$ cat src/include/csad_pkg.sv
// Constants and types shared by the chip select area decoder.
// Assumes a 32-bit APB register port and a 24-bit external address bus.
package csad_pkg;

  // ==========================================================
  // Register indices (byte address is four times the index)
  // ==========================================================
  localparam logic [7:0] IDX_AREA0_BASE = 8'h3c;
  localparam logic [7:0] IDX_AREA0_MASK = 8'h3d;
  localparam logic [7:0] IDX_AREA1_BASE = 8'h3e;
  localparam logic [7:0] IDX_AREA1_MASK = 8'h3f;
  localparam logic [7:0] IDX_AREA2_BASE = 8'h5c;
  localparam logic [7:0] IDX_AREA2_MASK = 8'h5d;
  localparam logic [7:0] IDX_AREA3_BASE = 8'h5e;
  localparam logic [7:0] IDX_AREA3_MASK = 8'h5f;
  localparam logic [7:0] IDX_AREA0_CTRL = 8'h68;
  localparam logic [7:0] IDX_AREA1_CTRL = 8'h69;
  localparam logic [7:0] IDX_AREA2_CTRL = 8'h6a;
  localparam logic [7:0] IDX_AREA3_CTRL = 8'h6b;
  localparam logic [7:0] IDX_DEFAULT_CTRL = 8'h6c;
  localparam logic [7:0] IDX_STATUS = 8'h6d;

  // ==========================================================
  // Control register fields
  // ==========================================================
  localparam int CTRL_ENABLE = 4;
  localparam int CTRL_MODE = 3;
  localparam int CTRL_WIDTH = 2;
  localparam int CTRL_WAIT_HI = 1;
  localparam int CTRL_WAIT_LO = 0;
  localparam logic [7:0] CTRL_WMASK_01 = 8'h17;
  localparam logic [7:0] CTRL_WMASK_23 = 8'h1f;
  localparam logic [7:0] CTRL_WMASK_DEF = 8'h07;

  // ==========================================================
  // Reset values
  // ==========================================================
  localparam logic [7:0] BASE_RST = 8'hff;
  localparam logic [7:0] MASK_RST = 8'hff;
  localparam logic [7:0] CTRL_RST = 8'h00;
  localparam logic [7:0] CTRL2_RST = 8'h10;

  // ==========================================================
  // Wait codes, area codes, address limits
  // ==========================================================
  localparam logic [1:0] WAIT_TWO = 2'h0;
  localparam logic [1:0] WAIT_ONE = 2'h1;
  localparam logic [1:0] WAIT_EXT = 2'h2;
  localparam logic [1:0] WAIT_NONE = 2'h3;
  localparam logic [2:0] AREA_DEFAULT = 3'h4;
  localparam logic [23:0] FULL_SPACE_START = 24'h000080;

  // Bus cycle sequencer states
  typedef enum logic [2:0]
  {
    ST_IDLE = 3'h1,
    ST_SETUP = 3'h2,
    ST_BEAT = 3'h4
  } fsm_t;

endpackage

$ cat src/hdl/chip_select_area_decoder.sv
// Chip select area decoder with wait control and dynamic bus sizing.
// Assumes an APB master for registers and a CPU side that issues one
// operand request at a time and waits for its done pulse.

module chip_select_area_decoder
(
  // Clock and reset
  input wire logic i_clock,
  input wire logic i_srst,
  // APB register port
  input wire logic i_psel,
  input wire logic i_penable,
  input wire logic i_pwrite,
  input wire logic [11:0] i_paddr,
  input wire logic [31:0] i_pwdata,
  output logic [31:0] o_prdata,
  output logic o_pready,
  output logic o_pslverr,
  // CPU operand request
  input wire logic i_cycle_start,
  input wire logic i_cycle_write,
  input wire logic [23:0] i_cycle_addr,
  input wire logic [2:0] i_cycle_size,
  input wire logic [31:0] i_cycle_wdata,
  output logic o_cycle_done,
  output logic o_cycle_busy,
  output logic [31:0] o_cycle_rdata,
  // External bus pins
  input wire logic i_bus_width_strap,
  input wire logic i_wait_n,
  input wire logic [7:0] i_data_lo,
  input wire logic [7:0] i_data_hi,
  output logic [7:0] o_data_lo,
  output logic [7:0] o_data_hi,
  output logic o_data_lo_oe,
  output logic o_data_hi_oe,
  output logic [23:0] o_addr,
  output logic o_rd_n,
  output logic o_wr_lo_n,
  output logic o_wr_hi_n,
  output logic o_area_sel_0_n,
  output logic o_area_sel_1_n,
  output logic o_area_sel_2_n,
  output logic o_area_sel_3_n
);

  // ==========================================================
  // State
  // ==========================================================
  typedef struct packed {
    csad_pkg::fsm_t fsm;            // Sequencer state
    logic [3:0][7:0] base;          // Start address per area
    logic [3:0][7:0] mask;          // Compare mask per area
    logic [4:0][7:0] ctrl;          // Area controls, [4] is default
    logic [23:0] addr;              // Address of current beat
    logic [2:0] left;               // Operand bytes still to move
    logic [1:0] idx;                // Operand byte of current beat
    logic write;                    // Request direction
    logic [31:0] wdata;             // Operand to write
    logic [31:0] rdata;             // Operand gathered on read
    logic [2:0] area;               // Area chosen for current beat
    logic [1:0] wmode;              // Wait code of current beat
    logic [1:0] wcnt;               // Fixed waits still to run
    logic [1:0] step;               // Bytes moved by current beat
    logic use_lo;                   // Low lane carries a byte
    logic use_hi;                   // High lane carries a byte
    logic cas;                      // Area 3 in column strobe form
    logic [3:0] sel_n;              // Select pins
    logic [7:0] dlo;                // Low lane drive value
    logic [7:0] dhi;                // High lane drive value
    logic oe_lo;
    logic oe_hi;
    logic rd_n;
    logic wr_lo_n;
    logic wr_hi_n;
    logic done;                     // One-cycle completion pulse
    logic busy;
    logic pready;
    logic pslverr;
    logic [31:0] prdata;
  } core_t;

  core_t s;
  core_t next_s;

  // ==========================================================
  // Decoding functions
  // ==========================================================
  // Ignore vector per area: bits above the mask range always compare,
  // start bits below A16 are zero, grouped mask bits fan out.
  function automatic logic [23:0] ignore_bits(input logic [1:0] area,
                                              input logic [7:0] m);
    case (area)
      2'h0: return {3'h0, m[7:2], {6{m[1]}}, m[0], 8'hff};
      2'h1:
        return {2'h0, m[7:3], m[2], {7{m[1]}}, m[0], 8'hff};
      default: return {1'b0, m, 15'h7fff};
    endcase
  endfunction

  // Masked compare of the address with the start register
  function automatic logic area_hit(input logic [1:0] area,
                                    input logic [7:0] base,
                                    input logic [7:0] m,
                                    input logic [23:0] a);
    logic [23:0] ign;
    ign = ignore_bits(area, m);
    // Start sits at A23..A16 on a 64-Kbyte grid
    return &(ign | ~(a ^ {base, 16'h0000}));
  endfunction

  // Area for an address; lowest enabled match wins, else default
  function automatic logic [2:0] pick_area(input core_t c,
                                           input logic [23:0] a);
    logic [3:0] hit;
    logic [2:0] pick;
    for (int i = 0; i < 4; i++)
    begin
      hit[i] = c.ctrl[i][csad_pkg::CTRL_ENABLE] &
               area_hit(2'(i), c.base[i], c.mask[i], a);
    end
    if (!c.ctrl[2][csad_pkg::CTRL_MODE])
    begin
      // Full space form ignores start and mask
      hit[2] = c.ctrl[2][csad_pkg::CTRL_ENABLE] &
               (a >= csad_pkg::FULL_SPACE_START);
    end
    pick = csad_pkg::AREA_DEFAULT;
    for (int i = 3; i >= 0; i--)
    begin
      if (hit[i])
      begin
        pick = 3'(i);
      end
    end
    return pick;
  endfunction

  // ==========================================================
  // Next state
  // ==========================================================
  // One process builds the whole next state; register access first,
  // then the external bus sequencer, reset last so it overrides all.
  always_comb
  begin
    logic [9:0] ridx;
    logic [7:0] ctl;
    logic [2:0] area;
    logic [1:0] idx1;
    logic wide;
    logic mapped;
    logic [31:0] rval;
    ridx = i_paddr[11:2];
    ctl = 8'h00;
    area = 3'h0;
    idx1 = s.idx + 2'h1;
    wide = 1'b0;
    mapped = (i_paddr[1:0] == 2'h0);
    rval = 32'h0000_0000;
    next_s = s;
    next_s.done = 1'b0;
    next_s.pready = 1'b0;

    // Register decode, shared by reads and writes
    case (ridx)
      {2'h0, csad_pkg::IDX_AREA0_BASE}: rval[7:0] = s.base[0];
      {2'h0, csad_pkg::IDX_AREA0_MASK}: rval[7:0] = s.mask[0];
      {2'h0, csad_pkg::IDX_AREA1_BASE}: rval[7:0] = s.base[1];
      {2'h0, csad_pkg::IDX_AREA1_MASK}: rval[7:0] = s.mask[1];
      {2'h0, csad_pkg::IDX_AREA2_BASE}: rval[7:0] = s.base[2];
      {2'h0, csad_pkg::IDX_AREA2_MASK}: rval[7:0] = s.mask[2];
      {2'h0, csad_pkg::IDX_AREA3_BASE}: rval[7:0] = s.base[3];
      {2'h0, csad_pkg::IDX_AREA3_MASK}: rval[7:0] = s.mask[3];
      {2'h0, csad_pkg::IDX_AREA0_CTRL}: rval[7:0] = s.ctrl[0];
      {2'h0, csad_pkg::IDX_AREA1_CTRL}: rval[7:0] = s.ctrl[1];
      {2'h0, csad_pkg::IDX_AREA2_CTRL}: rval[7:0] = s.ctrl[2];
      {2'h0, csad_pkg::IDX_AREA3_CTRL}: rval[7:0] = s.ctrl[3];
      {2'h0, csad_pkg::IDX_DEFAULT_CTRL}: rval[7:0] = s.ctrl[4];
      // Live sequencer state for software
      {2'h0, csad_pkg::IDX_STATUS}: rval[7:0] = {4'h0, s.busy, s.area};
      default: mapped = 1'b0;
    endcase

    // Setup cycle: answer is ready for the access phase that follows
    if (i_psel && !i_penable && !s.pready)
    begin
      next_s.pready = 1'b1;
      next_s.pslverr = ~mapped;
      next_s.prdata = mapped ? rval : 32'h0000_0000;
    end

    // Write lands only at the completing access edge
    if (i_psel && i_penable && s.pready && i_pwrite && mapped)
    begin
      case (ridx)
        {2'h0, csad_pkg::IDX_AREA0_BASE}: next_s.base[0] = i_pwdata[7:0];
        {2'h0, csad_pkg::IDX_AREA0_MASK}: next_s.mask[0] = i_pwdata[7:0];
        {2'h0, csad_pkg::IDX_AREA1_BASE}: next_s.base[1] = i_pwdata[7:0];
        {2'h0, csad_pkg::IDX_AREA1_MASK}: next_s.mask[1] = i_pwdata[7:0];
        {2'h0, csad_pkg::IDX_AREA2_BASE}: next_s.base[2] = i_pwdata[7:0];
        {2'h0, csad_pkg::IDX_AREA2_MASK}: next_s.mask[2] = i_pwdata[7:0];
        {2'h0, csad_pkg::IDX_AREA3_BASE}: next_s.base[3] = i_pwdata[7:0];
        {2'h0, csad_pkg::IDX_AREA3_MASK}: next_s.mask[3] = i_pwdata[7:0];
        {2'h0, csad_pkg::IDX_AREA0_CTRL}:
          next_s.ctrl[0] = i_pwdata[7:0] & csad_pkg::CTRL_WMASK_01;
        {2'h0, csad_pkg::IDX_AREA1_CTRL}:
          next_s.ctrl[1] = i_pwdata[7:0] & csad_pkg::CTRL_WMASK_01;
        {2'h0, csad_pkg::IDX_AREA2_CTRL}:
          next_s.ctrl[2] = i_pwdata[7:0] & csad_pkg::CTRL_WMASK_23;
        {2'h0, csad_pkg::IDX_AREA3_CTRL}:
          next_s.ctrl[3] = i_pwdata[7:0] & csad_pkg::CTRL_WMASK_23;
        {2'h0, csad_pkg::IDX_DEFAULT_CTRL}:
          next_s.ctrl[4] = i_pwdata[7:0] & csad_pkg::CTRL_WMASK_DEF;
        // Status is read only
        default: next_s.busy = s.busy;
      endcase
    end

    // External bus sequencer
    case (s.fsm)
      csad_pkg::ST_IDLE:
      begin
        // Requests while busy are not taken; the CPU waits for done
        if (i_cycle_start)
        begin
          next_s.addr = i_cycle_addr;
          next_s.idx = 2'h0;
          next_s.left = (i_cycle_size == 3'h0) ? 3'h1 : i_cycle_size;
          next_s.write = i_cycle_write;
          next_s.wdata = i_cycle_wdata;
          next_s.rdata = 32'h0000_0000;
          next_s.busy = 1'b1;
          next_s.fsm = csad_pkg::ST_SETUP;
        end
      end
      csad_pkg::ST_SETUP:
      begin
        // Each beat is decoded afresh, so a split operand may cross areas
        area = pick_area(s, s.addr);
        ctl = s.ctrl[area];
        // Strap in 8-bit mode overrides the width bit
        wide = ~i_bus_width_strap & ~ctl[csad_pkg::CTRL_WIDTH];
        next_s.use_lo = 1'b1;
        next_s.use_hi = 1'b0;
        next_s.step = 2'h1;
        if (wide && s.addr[0])
        begin
          // Odd byte rides the high lane alone
          next_s.use_lo = 1'b0;
          next_s.use_hi = 1'b1;
        end
        else if (wide && s.left >= 3'h2)
        begin
          next_s.use_hi = 1'b1;
          next_s.step = 2'h2;
        end
        next_s.wmode = ctl[csad_pkg::CTRL_WAIT_HI:csad_pkg::CTRL_WAIT_LO];
        case (next_s.wmode)
          csad_pkg::WAIT_TWO: next_s.wcnt = 2'h2;
          csad_pkg::WAIT_ONE: next_s.wcnt = 2'h1;
          csad_pkg::WAIT_EXT: next_s.wcnt = 2'h1;
          default: next_s.wcnt = 2'h0;
        endcase
        // Column strobe comes one cycle late, so it needs a wait slot
        next_s.cas = (area == 3'h3) & s.ctrl[3][csad_pkg::CTRL_MODE];
        if (next_s.cas && next_s.wcnt == 2'h0)
        begin
          next_s.wcnt = 2'h1;
        end
        next_s.area = area;
        next_s.sel_n = 4'hf;
        if (area != csad_pkg::AREA_DEFAULT && !next_s.cas)
        begin
          next_s.sel_n[area[1:0]] = 1'b0;
        end
        // Idle lanes float and keep their strobe high
        next_s.rd_n = s.write;
        next_s.oe_lo = s.write & next_s.use_lo;
        next_s.oe_hi = s.write & next_s.use_hi;
        next_s.wr_lo_n = ~next_s.oe_lo;
        next_s.wr_hi_n = ~next_s.oe_hi;
        next_s.dlo = s.wdata[{s.idx, 3'h0} +: 8];
        next_s.dhi = next_s.use_lo ? s.wdata[{idx1, 3'h0} +: 8] :
                                     s.wdata[{s.idx, 3'h0} +: 8];
        next_s.fsm = csad_pkg::ST_BEAT;
      end
      csad_pkg::ST_BEAT:
      begin
        if (s.cas)
        begin
          next_s.sel_n[3] = 1'b0;
        end
        if (s.wcnt != 2'h0)
        begin
          next_s.wcnt = s.wcnt - 2'h1;
        end
        else if (s.wmode == csad_pkg::WAIT_EXT && !i_wait_n)
        begin
          // Pin holds the beat open
          next_s.wcnt = 2'h0;
        end
        else
        begin
          // Gather read bytes into operand order
          if (s.use_lo && s.use_hi)
          begin
            next_s.rdata[{s.idx, 3'h0} +: 8] = i_data_lo;
            next_s.rdata[{idx1, 3'h0} +: 8] = i_data_hi;
          end
          else if (s.use_lo)
          begin
            next_s.rdata[{s.idx, 3'h0} +: 8] = i_data_lo;
          end
          else
          begin
            next_s.rdata[{s.idx, 3'h0} +: 8] = i_data_hi;
          end
          next_s.addr = s.addr + {22'h0, s.step};
          next_s.idx = s.idx + s.step;
          next_s.left = s.left - {1'b0, s.step};
          // Release everything for at least one cycle
          next_s.sel_n = 4'hf;
          next_s.rd_n = 1'b1;
          next_s.wr_lo_n = 1'b1;
          next_s.wr_hi_n = 1'b1;
          next_s.oe_lo = 1'b0;
          next_s.oe_hi = 1'b0;
          next_s.cas = 1'b0;
          if (s.left == {1'b0, s.step})
          begin
            next_s.done = 1'b1;
            next_s.busy = 1'b0;
            next_s.fsm = csad_pkg::ST_IDLE;
          end
          else
          begin
            next_s.fsm = csad_pkg::ST_SETUP;
          end
        end
      end
      default: next_s.fsm = csad_pkg::ST_IDLE;
    endcase

    // Synchronous reset
    if (i_srst)
    begin
      next_s = '0;
      next_s.fsm = csad_pkg::ST_IDLE;
      next_s.base = {4{csad_pkg::BASE_RST}};
      next_s.mask = {4{csad_pkg::MASK_RST}};
      next_s.ctrl = {csad_pkg::CTRL_RST, csad_pkg::CTRL_RST,
                     csad_pkg::CTRL2_RST, csad_pkg::CTRL_RST,
                     csad_pkg::CTRL_RST};
      next_s.sel_n = 4'hf;
      next_s.rd_n = 1'b1;
      next_s.wr_lo_n = 1'b1;
      next_s.wr_hi_n = 1'b1;
    end
  end

  // ==========================================================
  // State register and outputs
  // ==========================================================
  // Every output is a field of this one register
  always_ff @(posedge i_clock)
  begin
    s <= next_s;
  end

  assign o_prdata = s.prdata;
  assign o_pready = s.pready;
  assign o_pslverr = s.pslverr;
  assign o_cycle_done = s.done;
  assign o_cycle_busy = s.busy;
  assign o_cycle_rdata = s.rdata;
  assign o_data_lo = s.dlo;
  assign o_data_hi = s.dhi;
  assign o_data_lo_oe = s.oe_lo;
  assign o_data_hi_oe = s.oe_hi;
  assign o_addr = s.addr;
  assign o_rd_n = s.rd_n;
  assign o_wr_lo_n = s.wr_lo_n;
  assign o_wr_hi_n = s.wr_hi_n;
  assign o_area_sel_0_n = s.sel_n[0];
  assign o_area_sel_1_n = s.sel_n[1];
  assign o_area_sel_2_n = s.sel_n[2];
  assign o_area_sel_3_n = s.sel_n[3];
endmodule

$ cat config.mk
export PLATFORM = sky130hd
export DESIGN_NAME = chip_select_area_decoder
export DESIGN_NICKNAME = d
export VERILOG_FILES = /design/src/include/csad_pkg.sv /design/src/hdl/chip_select_area_decoder.sv
export SDC_FILE = /design/constraint.sdc
export NUM_CORES = 1
export LEC_CHECK = 0
export BUFFER_PORTS_ARGS = -buffer_cell sky130_fd_sc_hd__clkbuf_2
export CAP_MARGIN = 10
export CORE_UTILIZATION = 61
export DETAILED_ROUTE_END_ITERATION = 8
export PLACE_DENSITY = 0.87
export SLEW_MARGIN = 10
export SYNTH_ARGS = -nofsm -noshare
export SYNTH_HDL_FRONTEND = slang
export SYNTH_SLANG_ARGS = --single-unit
$ cat constraint.sdc
create_clock -name i_clock -period 10.1 [get_ports i_clock]
set_clock_uncertainty 0.15 [all_clocks]
set_input_delay 2.02 -clock i_clock [delete_from_list [all_inputs] [get_ports i_clock]]
set_output_delay 2.02 -clock i_clock [all_outputs]
set_load 0.005 [all_outputs]
==> impl_metrics.env, run 1 <==
export IMPL_nFillCells=1739
export IMPL_clock_sinks=231
export IMPL_ys_ff_latch=231
export IMPL_maxSlewHeadroom=0.273
export IMPL_synth_top_area_frac=0.355
export IMPL_worstPathRequired_ns=10.36
export IMPL_numCtsBuffers=25
export IMPL_drc=0
export IMPL_drt_iter0_drc=1302
export IMPL_tightest_slew_ns=1.09
export IMPL_dpl_hpwl_mm=26.3
export IMPL_setup_viol=0
export IMPL_grt_pass1_vias=11400
export IMPL_num_vias=12500
export IMPL_path_cells="clkbuf_2, nor2_1, nand3_1, o22ai_1, o21a_1, o311ai_2, nor2b_1, nor2b_1, a211o_1"
export IMPL_synthArstFlopShare=0
export IMPL_crit_slowest_cell="nor2b_1"
export IMPL_fin_tns_setup_ns=0
export IMPL_cts_root_buf="clkbuf_16"
export IMPL_ys_types=79
export IMPL_clk_latency_ns=0.53
export IMPL_yosys_warnings=0
export IMPL_io_pins=245
export IMPL_ff_latch_area_mm2=0.00462
export IMPL_postCtsSetupRepairBufs=0
export IMPL_initial_core_util=0.621
export IMPL_wire_per_inst_um=19.7
export IMPL_synth_seq_area_share=0.355
export IMPL_crit_path_end_kind="flop"
export IMPL_portBuffers=196
export IMPL_leakage_nw=5.32
export IMPL_min_period_ns=4.95
export IMPL_worst_slack_ns=5.15
export IMPL_multi_input_area_mm2=0.00714
export IMPL_drive_above_1_share=0.174
export IMPL_drtPass1Iterations=7
export IMPL_ir_drop_mv=0.0975
export IMPL_cts_hold_buf=0
export IMPL_wirelength_mm=38.3
export IMPL_maxCapViolCount=0
export IMPL_synth_ff_type="dfxtp_1"
export IMPL_finalHoldViolCount=0
export IMPL_yosys_area_top_type="dfxtp_1"
export IMPL_ant_nets=0
export IMPL_final_cells=1944
export IMPL_grt_pass1_wl_mm=60.2
export IMPL_grtUsageTotal=0.342
export IMPL_synth_edff_count=0
export IMPL_ys_top_cells_by_area="dfxtp_1 (36%), a21oi_1 (6.9%), buf_4 (6.0%)"
export IMPL_antenna_found_initial=0
export IMPL_die_y_um=148
export IMPL_syn_area_mm2=0.0130
export IMPL_die_x_um=148
export IMPL_outcome="finished, final reports clean"
export IMPL_cts_tree="done"
export IMPL_antennaDiodeCount=0
export IMPL_cpPeakStageDelay_ns=0.92
export IMPL_p_per_area_mw_per_mm2=149
export IMPL_total_power_mw=2.11
export IMPL_ctsResizeCount=0
export IMPL_coreArea_mm2=0.0210
export IMPL_timing_fmax_mhz=202
export IMPL_synth_cells=1608
export IMPL_clk_pin_slew_ns=0.06
export IMPL_place_congestion=0.928
export IMPL_dieArea_mm2=0.0219
export IMPL_rsz0062_at_grt="false"
export IMPL_clockBufferDepth=3
export IMPL_syn_mean_instance_area_um2=8.10
export IMPL_area_growth_pct=8.92
export IMPL_min_path_type="flop to flop"
export IMPL_crit_type="primary input to flop"
export IMPL_crit_fanout=16
export IMPL_slew_violations=0
export IMPL_htree_levels=1
export IMPL_num_nets_final=1796
export IMPL_fp_row_count=53
export IMPL_cp_start_kind="primary input"
export IMPL_routed_via_density=6.44
export IMPL_pre_cts_ws_ns=4.70
export IMPL_crit_path_frequent_cell="nor2b_1"
export IMPL_arrival_ns=5.21
export IMPL_post_place_cells=1899
export IMPL_finalCritPeriodShare=0.490
export IMPL_grt_overflow_total=0
export IMPL_grt_start_max_net_pins=126
cells in the mapped netlist (all sizes together), types with 7 or more instances:
master	number
clkbuf	100
inv	24
o21ai	59
a221oi	23
nor4	12
nor2	132
a211o	38
and2	10
a22oi	45
nor2b	79
a211oi	15
a21oi	181
a22o	8
nand3	41
nand2	196
xor2	8
nand4	10
a31oi	9
dfxtp	231
buf	120
ha	15
o22ai	16
mux2i	43
nand2b	7
nor3	47
mux4	20
xnor2	31
placed cells by master, fill, tap and decap left out, types with 14 or more instances in the layout:
cell and instances:
dfxtp_1 231, nand2_1 196, clkbuf_2 195, a21oi_1 180
nor2_1 132, nor2b_1 79, o21ai_0 51, a22oi_1 45
nor3_1 43, mux2i_1 43, nand3_1 41, a211o_1 38
xnor2_1 31, clkbuf_16 25, inv_1 24, conb_1 24
a221oi_1 23, mux4_2 20, buf_4 17, o22ai_1 16
ha_1 15, a211oi_1 14
report_power, final:
group | switching, mW | internal, mW
sequential | 0.0273 | 0.930
combinational | 0.123 | 0.0714
clock | 0.380 | 0.583
metrics by stage:
stage          hold slack, ns  utilization  instance area, um2
3_5_place_dp            0.297        0.636               13300
6_report                0.311        0.677               14200
2_1_floorplan           0.282            -               13100
5_1_grt                 0.329        0.677               14200
3_3_place_gp            0.292        0.636               13300
4_1_cts                 0.311        0.677               14200
cells by family after synthesis:
kind of cell               synth area share
other                              0.000288
DFF                                   0.355
AOI/OAI and AO/OA                     0.221
and+or+nand+nor                       0.208
xor gates and xnor gates             0.0262
buffers and inverters                 0.103
adders and majority gates            0.0175
muxes                                0.0694
area by class of cell:
| class | instances | area share |
|---|---|---|
| clock inverter | 8 | 0.00856 |
| sequential | 231 | 0.326 |
| timing repair buffer | 213 | 0.0786 |
| tap | 275 | 0.0243 |
| clock buffer | 37 | 0.0522 |
| multi-input combinational | 1155 | 0.504 |
| inverter | 25 | 0.00662 |
layer usage:
metal	global-route usage	vias to the layer above	wire length, um
met1	0.465	5904	15300
li1	-	5686	-
met3	0.0702	149	4220
met5	0	-	0
met4	0.144	0	1600
met2	0.526	775	17200
critical path, delay by kind of cell:
kind,cells,cell delay [ns]
compound gates,4,1.03
simple gates,4,1.91
buf+inv,1,0.23
registers in the layout, indices dropped and copies added, names as in the netlist:
name	flops
o_data_lo_oe	1
o_prdata	8
o_pslverr	1
o_wr_lo_n	1
s	138
o_cycle_rdata	32
o_addr	24
o_data_hi_oe	1
o_area_sel_0_n	1
o_area_sel_1_n	1
o_area_sel_2_n	1
o_rd_n	1
o_data_hi	8
o_data_lo	8
o_cycle_busy	1
o_cycle_done	1
o_area_sel_3_n	1
o_wr_hi_n	1
o_pready	1
path summary, 6_finish.rpt:
kind	start	to	slack, ns	depth (start not counted)
min	o_data_lo[5]$_SDFFE_PP0P_	o_data_lo[5]$_SDFFE_PP0P_	0.31	2
max	i_paddr[2]	s[221]$_SDFFE_PP1P_	5.15	9
min reg2reg	o_data_lo[5]$_SDFFE_PP0P_	o_data_lo[5]$_SDFFE_PP0P_	0.31	2
max reg2reg	o_addr[21]$_SDFFE_PP0P_	s[66]$_SDFFE_PP0P_	6.12	12
(Power assumes the default switching activity.)
==> run 2: changes to the inputs <==
- CORE_UTILIZATION: 61 -> 51
- PLACE_DENSITY: 0.87 -> 0.77
- clock period: 10.1 -> 4.3 ns (I/O delays scaled with it)
==> run 2 against run 1 <==
Net effect: critical endpoint is now s[66]$_SDFFE_PP0P_; wire length grew 1.2%; cell area grew 2.7%; hold slack lost 0.0076 ns; clock power grew to 2.5 times the previous value; sequential power grew 130%; register-to-register slack lost 5.5 ns; largest cell class unchanged; die area grew 19%.
==> impl_metrics.env, run 2 (synthesized netlist as in run 1, its figures left out) <==
export IMPL_worst_slack_ns=0.615
export IMPL_total_power_mw=5.14
export IMPL_grtUsageTotal=0.286
export IMPL_cts_tree="done"
export IMPL_die_x_um=162
export IMPL_crit_path_end_kind="flop"
export IMPL_path_cells="xnor2_1, o22ai_1, or4_1, or3_1, a41oi_1, a22o_1, inv_1, ha_1, a311oi_1, o22a_1, nor3_1"
export IMPL_min_period_ns=3.68
export IMPL_top_register="s"
export IMPL_grt_pass1_vias=11200
export IMPL_die_y_um=162
export IMPL_ir_drop_mv=0.249
export IMPL_cp_start_kind="flop"
export IMPL_htree_levels=1
export IMPL_num_nets_final=1825
export IMPL_portBuffers=196
export IMPL_fin_area_mm2=0.0146
export IMPL_crit_family="simple AND/OR/NAND/NOR gates"
export IMPL_finalHoldViolCount=0
export IMPL_antennaDiodeCount=0
export IMPL_crit_slowest_cell="dfxtp_1"
export IMPL_coreArea_mm2=0.0251
export IMPL_pre_cts_ws_ns=0.650
export IMPL_clock_sinks=231
export IMPL_routed_via_density=6.10
export IMPL_multi_input_area_mm2=0.00715
export IMPL_numCtsBuffers=26
export IMPL_fin_tns_setup_ns=0
export IMPL_clk_pin_slew_ns=0.06
export IMPL_ctsResizeCount=0
export IMPL_final_common_cell="dfxtp_1"
export IMPL_antenna_found_initial=0
export IMPL_worstPathRequired_ns=4.53
export IMPL_drc=0
export IMPL_grt_pass1_wl_mm=60.2
export IMPL_crit_fanout=9
export IMPL_crit_buf_inv=1
export IMPL_placed_area_mm2=0.0136
export IMPL_place_congestion=0.943
export IMPL_rsz0062_at_grt="false"
export IMPL_final_core_util=0.580
export IMPL_setup_viol=0
export IMPL_wirelength_mm=38.8
export IMPL_grt_start_max_net_pins=207
export IMPL_drive_above_1_share=0.192
export IMPL_area_growth_pct=11.9
export IMPL_num_vias=12400
export IMPL_final_cell_mix="dfxtp_1 (231), nand2_1 (196), clkbuf_2 (195)"
export IMPL_outcome="finished, final reports clean"
export IMPL_grt_overflow_total=0
export IMPL_p_per_area_mw_per_mm2=352
export IMPL_initial_core_util=0.519
export IMPL_largest_reg_flops=138
export IMPL_crit_type="flop to flop"
export IMPL_postCtsSetupRepairBufs=0
export IMPL_nFillCells=2318
export IMPL_maxSlewHeadroom=0.296
export IMPL_finalCritPeriodShare=0.857
export IMPL_dieArea_mm2=0.0262
export IMPL_wire_per_inst_um=19.1
export IMPL_cpPeakStageDelay_ns=0.68
export IMPL_leakage_nw=5.52
export IMPL_maxCapViolCount=0
export IMPL_clockBufferDepth=3
export IMPL_arrival_ns=3.92
export IMPL_ant_nets=0
export IMPL_ff_latch_area_mm2=0.00462
export IMPL_min_path_type="flop to flop"
export IMPL_final_cells=2030
export IMPL_timing_fmax_mhz=271
export IMPL_tightest_slew_ns=1.06
export IMPL_fp_row_count=58
export IMPL_slew_violations=0
export IMPL_post_place_cells=1982
export IMPL_io_pins=245
export IMPL_drt_iter0_drc=1600
export IMPL_cts_hold_buf=0
export IMPL_holdWs_ns=0.304
export IMPL_clk_latency_ns=0.54
export IMPL_dpl_hpwl_mm=26.8
export IMPL_cts_root_buf="clkbuf_16"
export IMPL_drtPass1Iterations=8
run 2: final cells by class:
cell class | count | share of cell area
clock buffer | 35 | 0.0525
clock inverter | 13 | 0.0130
inverter | 25 | 0.00644
multi-input combinational | 1155 | 0.491
sequential | 231 | 0.317
tap | 330 | 0.0283
timing repair buffer | 241 | 0.0918
run 2: report_power, final:
group	internal (mW)	switching, mW	leakage (nW)	total [mW]
clock	1.49	0.928	0.467	2.42
combinational	0.178	0.299	3.18	0.477
sequential	2.18	0.0551	1.87	2.24
total	3.85	1.28	5.52	5.14
run 2: worst paths after layout:
kind / startpoint / endpoint / slack, ns / cells past startpoint
worst max-delay path: o_addr[17]$_SDFFE_PP0P_ / s[66]$_SDFFE_PP0P_ / 0.62 / 11
worst min register to register: o_data_lo[3]$_SDFFE_PP0P_ / o_data_lo[3]$_SDFFE_PP0P_ / 0.30 / 2
worst min-delay path: o_data_lo[3]$_SDFFE_PP0P_ / o_data_lo[3]$_SDFFE_PP0P_ / 0.30 / 2
worst max register to register: o_addr[17]$_SDFFE_PP0P_ / s[66]$_SDFFE_PP0P_ / 0.62 / 11
run 2: tightest hold or removal path: stages, from the launching register on:
cell	delay (ns)
dfxtp_1	0.30
nand2_1	0.05
a21oi_1	0.05
run 2: routing by layer:
layer | track usage | routed length [um] | up-vias
met1 | 0.391 | 16400 | 5848
met4 | 0.102 | 1260 | 0
li1 | - | - | 5753
met2 | 0.459 | 17600 | 674
met5 | 0 | 0 | -
met3 | 0.0429 | 3490 | 103
==> run 3: changes to the inputs <==
--- a/config.mk
+++ b/config.mk
@@ -12,2 +12,3 @@
 export PLACE_DENSITY = 0.77
+export RECOVER_POWER = 25
 export SLEW_MARGIN = 10
==> constraint.sdc (replaced) <==
create_clock -name i_clock -period 4.3 [get_ports i_clock]
set_clock_uncertainty 0.15 [all_clocks]
set_input_delay 0.645 -clock i_clock [delete_from_list [all_inputs] [get_ports i_clock]]
set_output_delay 0.645 -clock i_clock [all_outputs]
set_load 0.005 [all_outputs]
==> run 3 against run 2 <==
Net effect: the run now ends with capacitance limit, slew limit left; maximum frequency is 1.2% higher; cell area is 1.0% lower; critical path depth stayed put; flip-flop and latch count stayed put; register-to-register slack better by 0.04 ns; critical endpoint unchanged; largest power group is now sequential cells.
==> impl_metrics.env, run 3 (synthesized netlist as in run 1, its figures left out) <==
export IMPL_outcome="finished, violations left"
export IMPL_violations="capacitance limit, slew limit"
export IMPL_total_power_mw=4.95
export IMPL_postCtsSetupRepairBufs=0
export IMPL_min_path_type="primary input to flop"
export IMPL_clockBufferDepth=3
export IMPL_place_congestion=0.959
export IMPL_coreArea_mm2=0.0251
export IMPL_dpl_hpwl_mm=27.1
export IMPL_worst_slack_ns=0.660
export IMPL_antennaDiodeCount=0
export IMPL_fin_tns_setup_ns=0
export IMPL_timing_fmax_mhz=275
export IMPL_grt_overflow_total=0
export IMPL_clk_pin_slew_ns=0.06
export IMPL_min_period_ns=3.64
export IMPL_ctsResizeCount=0
export IMPL_rsz0062_at_grt="false"
export IMPL_final_common_cell="dfxtp_1"
export IMPL_reg2reg_slack_ns=0.66
export IMPL_antenna_found_initial=0
export IMPL_die_x_um=162
export IMPL_routed_via_density=6.10
export IMPL_placed_area_mm2=0.0136
export IMPL_finalCritPeriodShare=0.847
export IMPL_cts_tree="done"
export IMPL_crit_path_end_kind="flop"
export IMPL_maxSlewHeadroom=-0.859
export IMPL_cts_root_buf="clkbuf_16"
export IMPL_final_cells=2027
export IMPL_grt_start_max_net_pins=96
export IMPL_cts_hold_buf=0
export IMPL_final_core_util=0.574
export IMPL_post_place_cells=1980
export IMPL_num_nets_final=1823
export IMPL_initial_core_util=0.519
export IMPL_num_vias=12400
export IMPL_crit_type="flop to flop"
export IMPL_clock_sinks=231
export IMPL_drive_above_1_share=0.174
export IMPL_wirelength_mm=38.8
export IMPL_ant_nets=0
export IMPL_grtUsageTotal=0.287
export IMPL_dieArea_mm2=0.0262
export IMPL_clk_latency_ns=0.53
export IMPL_arrival_ns=3.82
export IMPL_largest_reg_flops=138
export IMPL_slew_violations=158
export IMPL_p_per_area_mw_per_mm2=344
export IMPL_leakage_nw=5.37
export IMPL_tightest_slew_ns=2.79
export IMPL_maxCapViolCount=2
export IMPL_setup_viol=0
export IMPL_numCtsBuffers=26
export IMPL_wire_per_inst_um=19.2
export IMPL_htree_levels=1
export IMPL_io_pins=245
export IMPL_fin_area_mm2=0.0144
export IMPL_pre_cts_ws_ns=0.713
export IMPL_drt_iter0_drc=1501
export IMPL_grt_pass1_vias=11500
export IMPL_holdWs_ns=0.187
export IMPL_top_register="s"
export IMPL_fp_row_count=58
export IMPL_final_cell_mix="dfxtp_1 (231), nand2_1 (196), a21oi_1 (180)"
export IMPL_drc=0
export IMPL_area_growth_pct=10.8
export IMPL_finalHoldViolCount=0
export IMPL_portBuffers=196
export IMPL_worstPathRequired_ns=4.48
export IMPL_ir_drop_mv=0.286
export IMPL_cp_start_kind="flop"
export IMPL_grt_pass1_wl_mm=60.7
export IMPL_drtPass1Iterations=9
export IMPL_die_y_um=162
export IMPL_crit_fanout=6
[run 3: changes by cell type in the layout (fill, tap and decap cells not counted), moves of 2 or more]
cell / delta
buf_4: -3
bufinv_16: -2
clkbuf_1: +28
clkbuf_2: -24
clkbuf_8: -4
clkinv_2: +2
clkinvlp_4: +2
[run 3: path summary, 6_finish.rpt]
path	cells past startpoint	to	start
hold reg to reg	2	o_prdata[1]$_SDFFE_PP0P_	o_prdata[1]$_SDFFE_PP0P_
setup / recovery	11	s[66]$_SDFFE_PP0P_	o_addr[9]$_SDFFE_PP0P_
setup reg to reg	11	s[66]$_SDFFE_PP0P_	o_addr[9]$_SDFFE_PP0P_
hold / removal	3	s[130]$_SDFFE_PP0P_	i_cycle_wdata[25]
[run 3: where the power goes]
part / leakage [nW] / internal [mW] / total [mW] / switching [mW]
sequential: 1.87 / 2.19 / 2.24 / 0.0556
combinational: 3.07 / 0.175 / 0.472 / 0.298
clock: 0.424 / 1.33 / 2.24 / 0.907
total: 5.37 / 3.69 / 4.95 / 1.26
[run 3: cell type report]
cell class	instances	area [um2]
clock buffers	33	738
clock inverters	14	138
multi-input cells	1155	7150
repair buffers	239	1260
inverters	25	93.8
fillers	2355	10700
well taps	330	413
flip-flops and latches	231	4620
[run 3: layer usage]
layer  vias up  global-route usage  routed length (um)  share of wire
met1      5832               0.394               16400           0.42
met4         0               0.123                1470          0.038
li1       5748                   -                   -              -
met3       111              0.0488                3720          0.096
met2       672               0.444               17300           0.44
met5         -                   0                   0              0
[run 3: worst max-delay path, cell delays in order (launching register included)]
cell and delay [ns]:
dfxtp_1 0.36, or4_4 0.57, or4_4 0.47, nor2b_1 0.19, or3_1 0.46, a41oi_1 0.25
a22o_1 0.21, inv_1 0.06, ha_1 0.17, a311oi_1 0.32, o22a_1 0.18, nor3_1 0.05
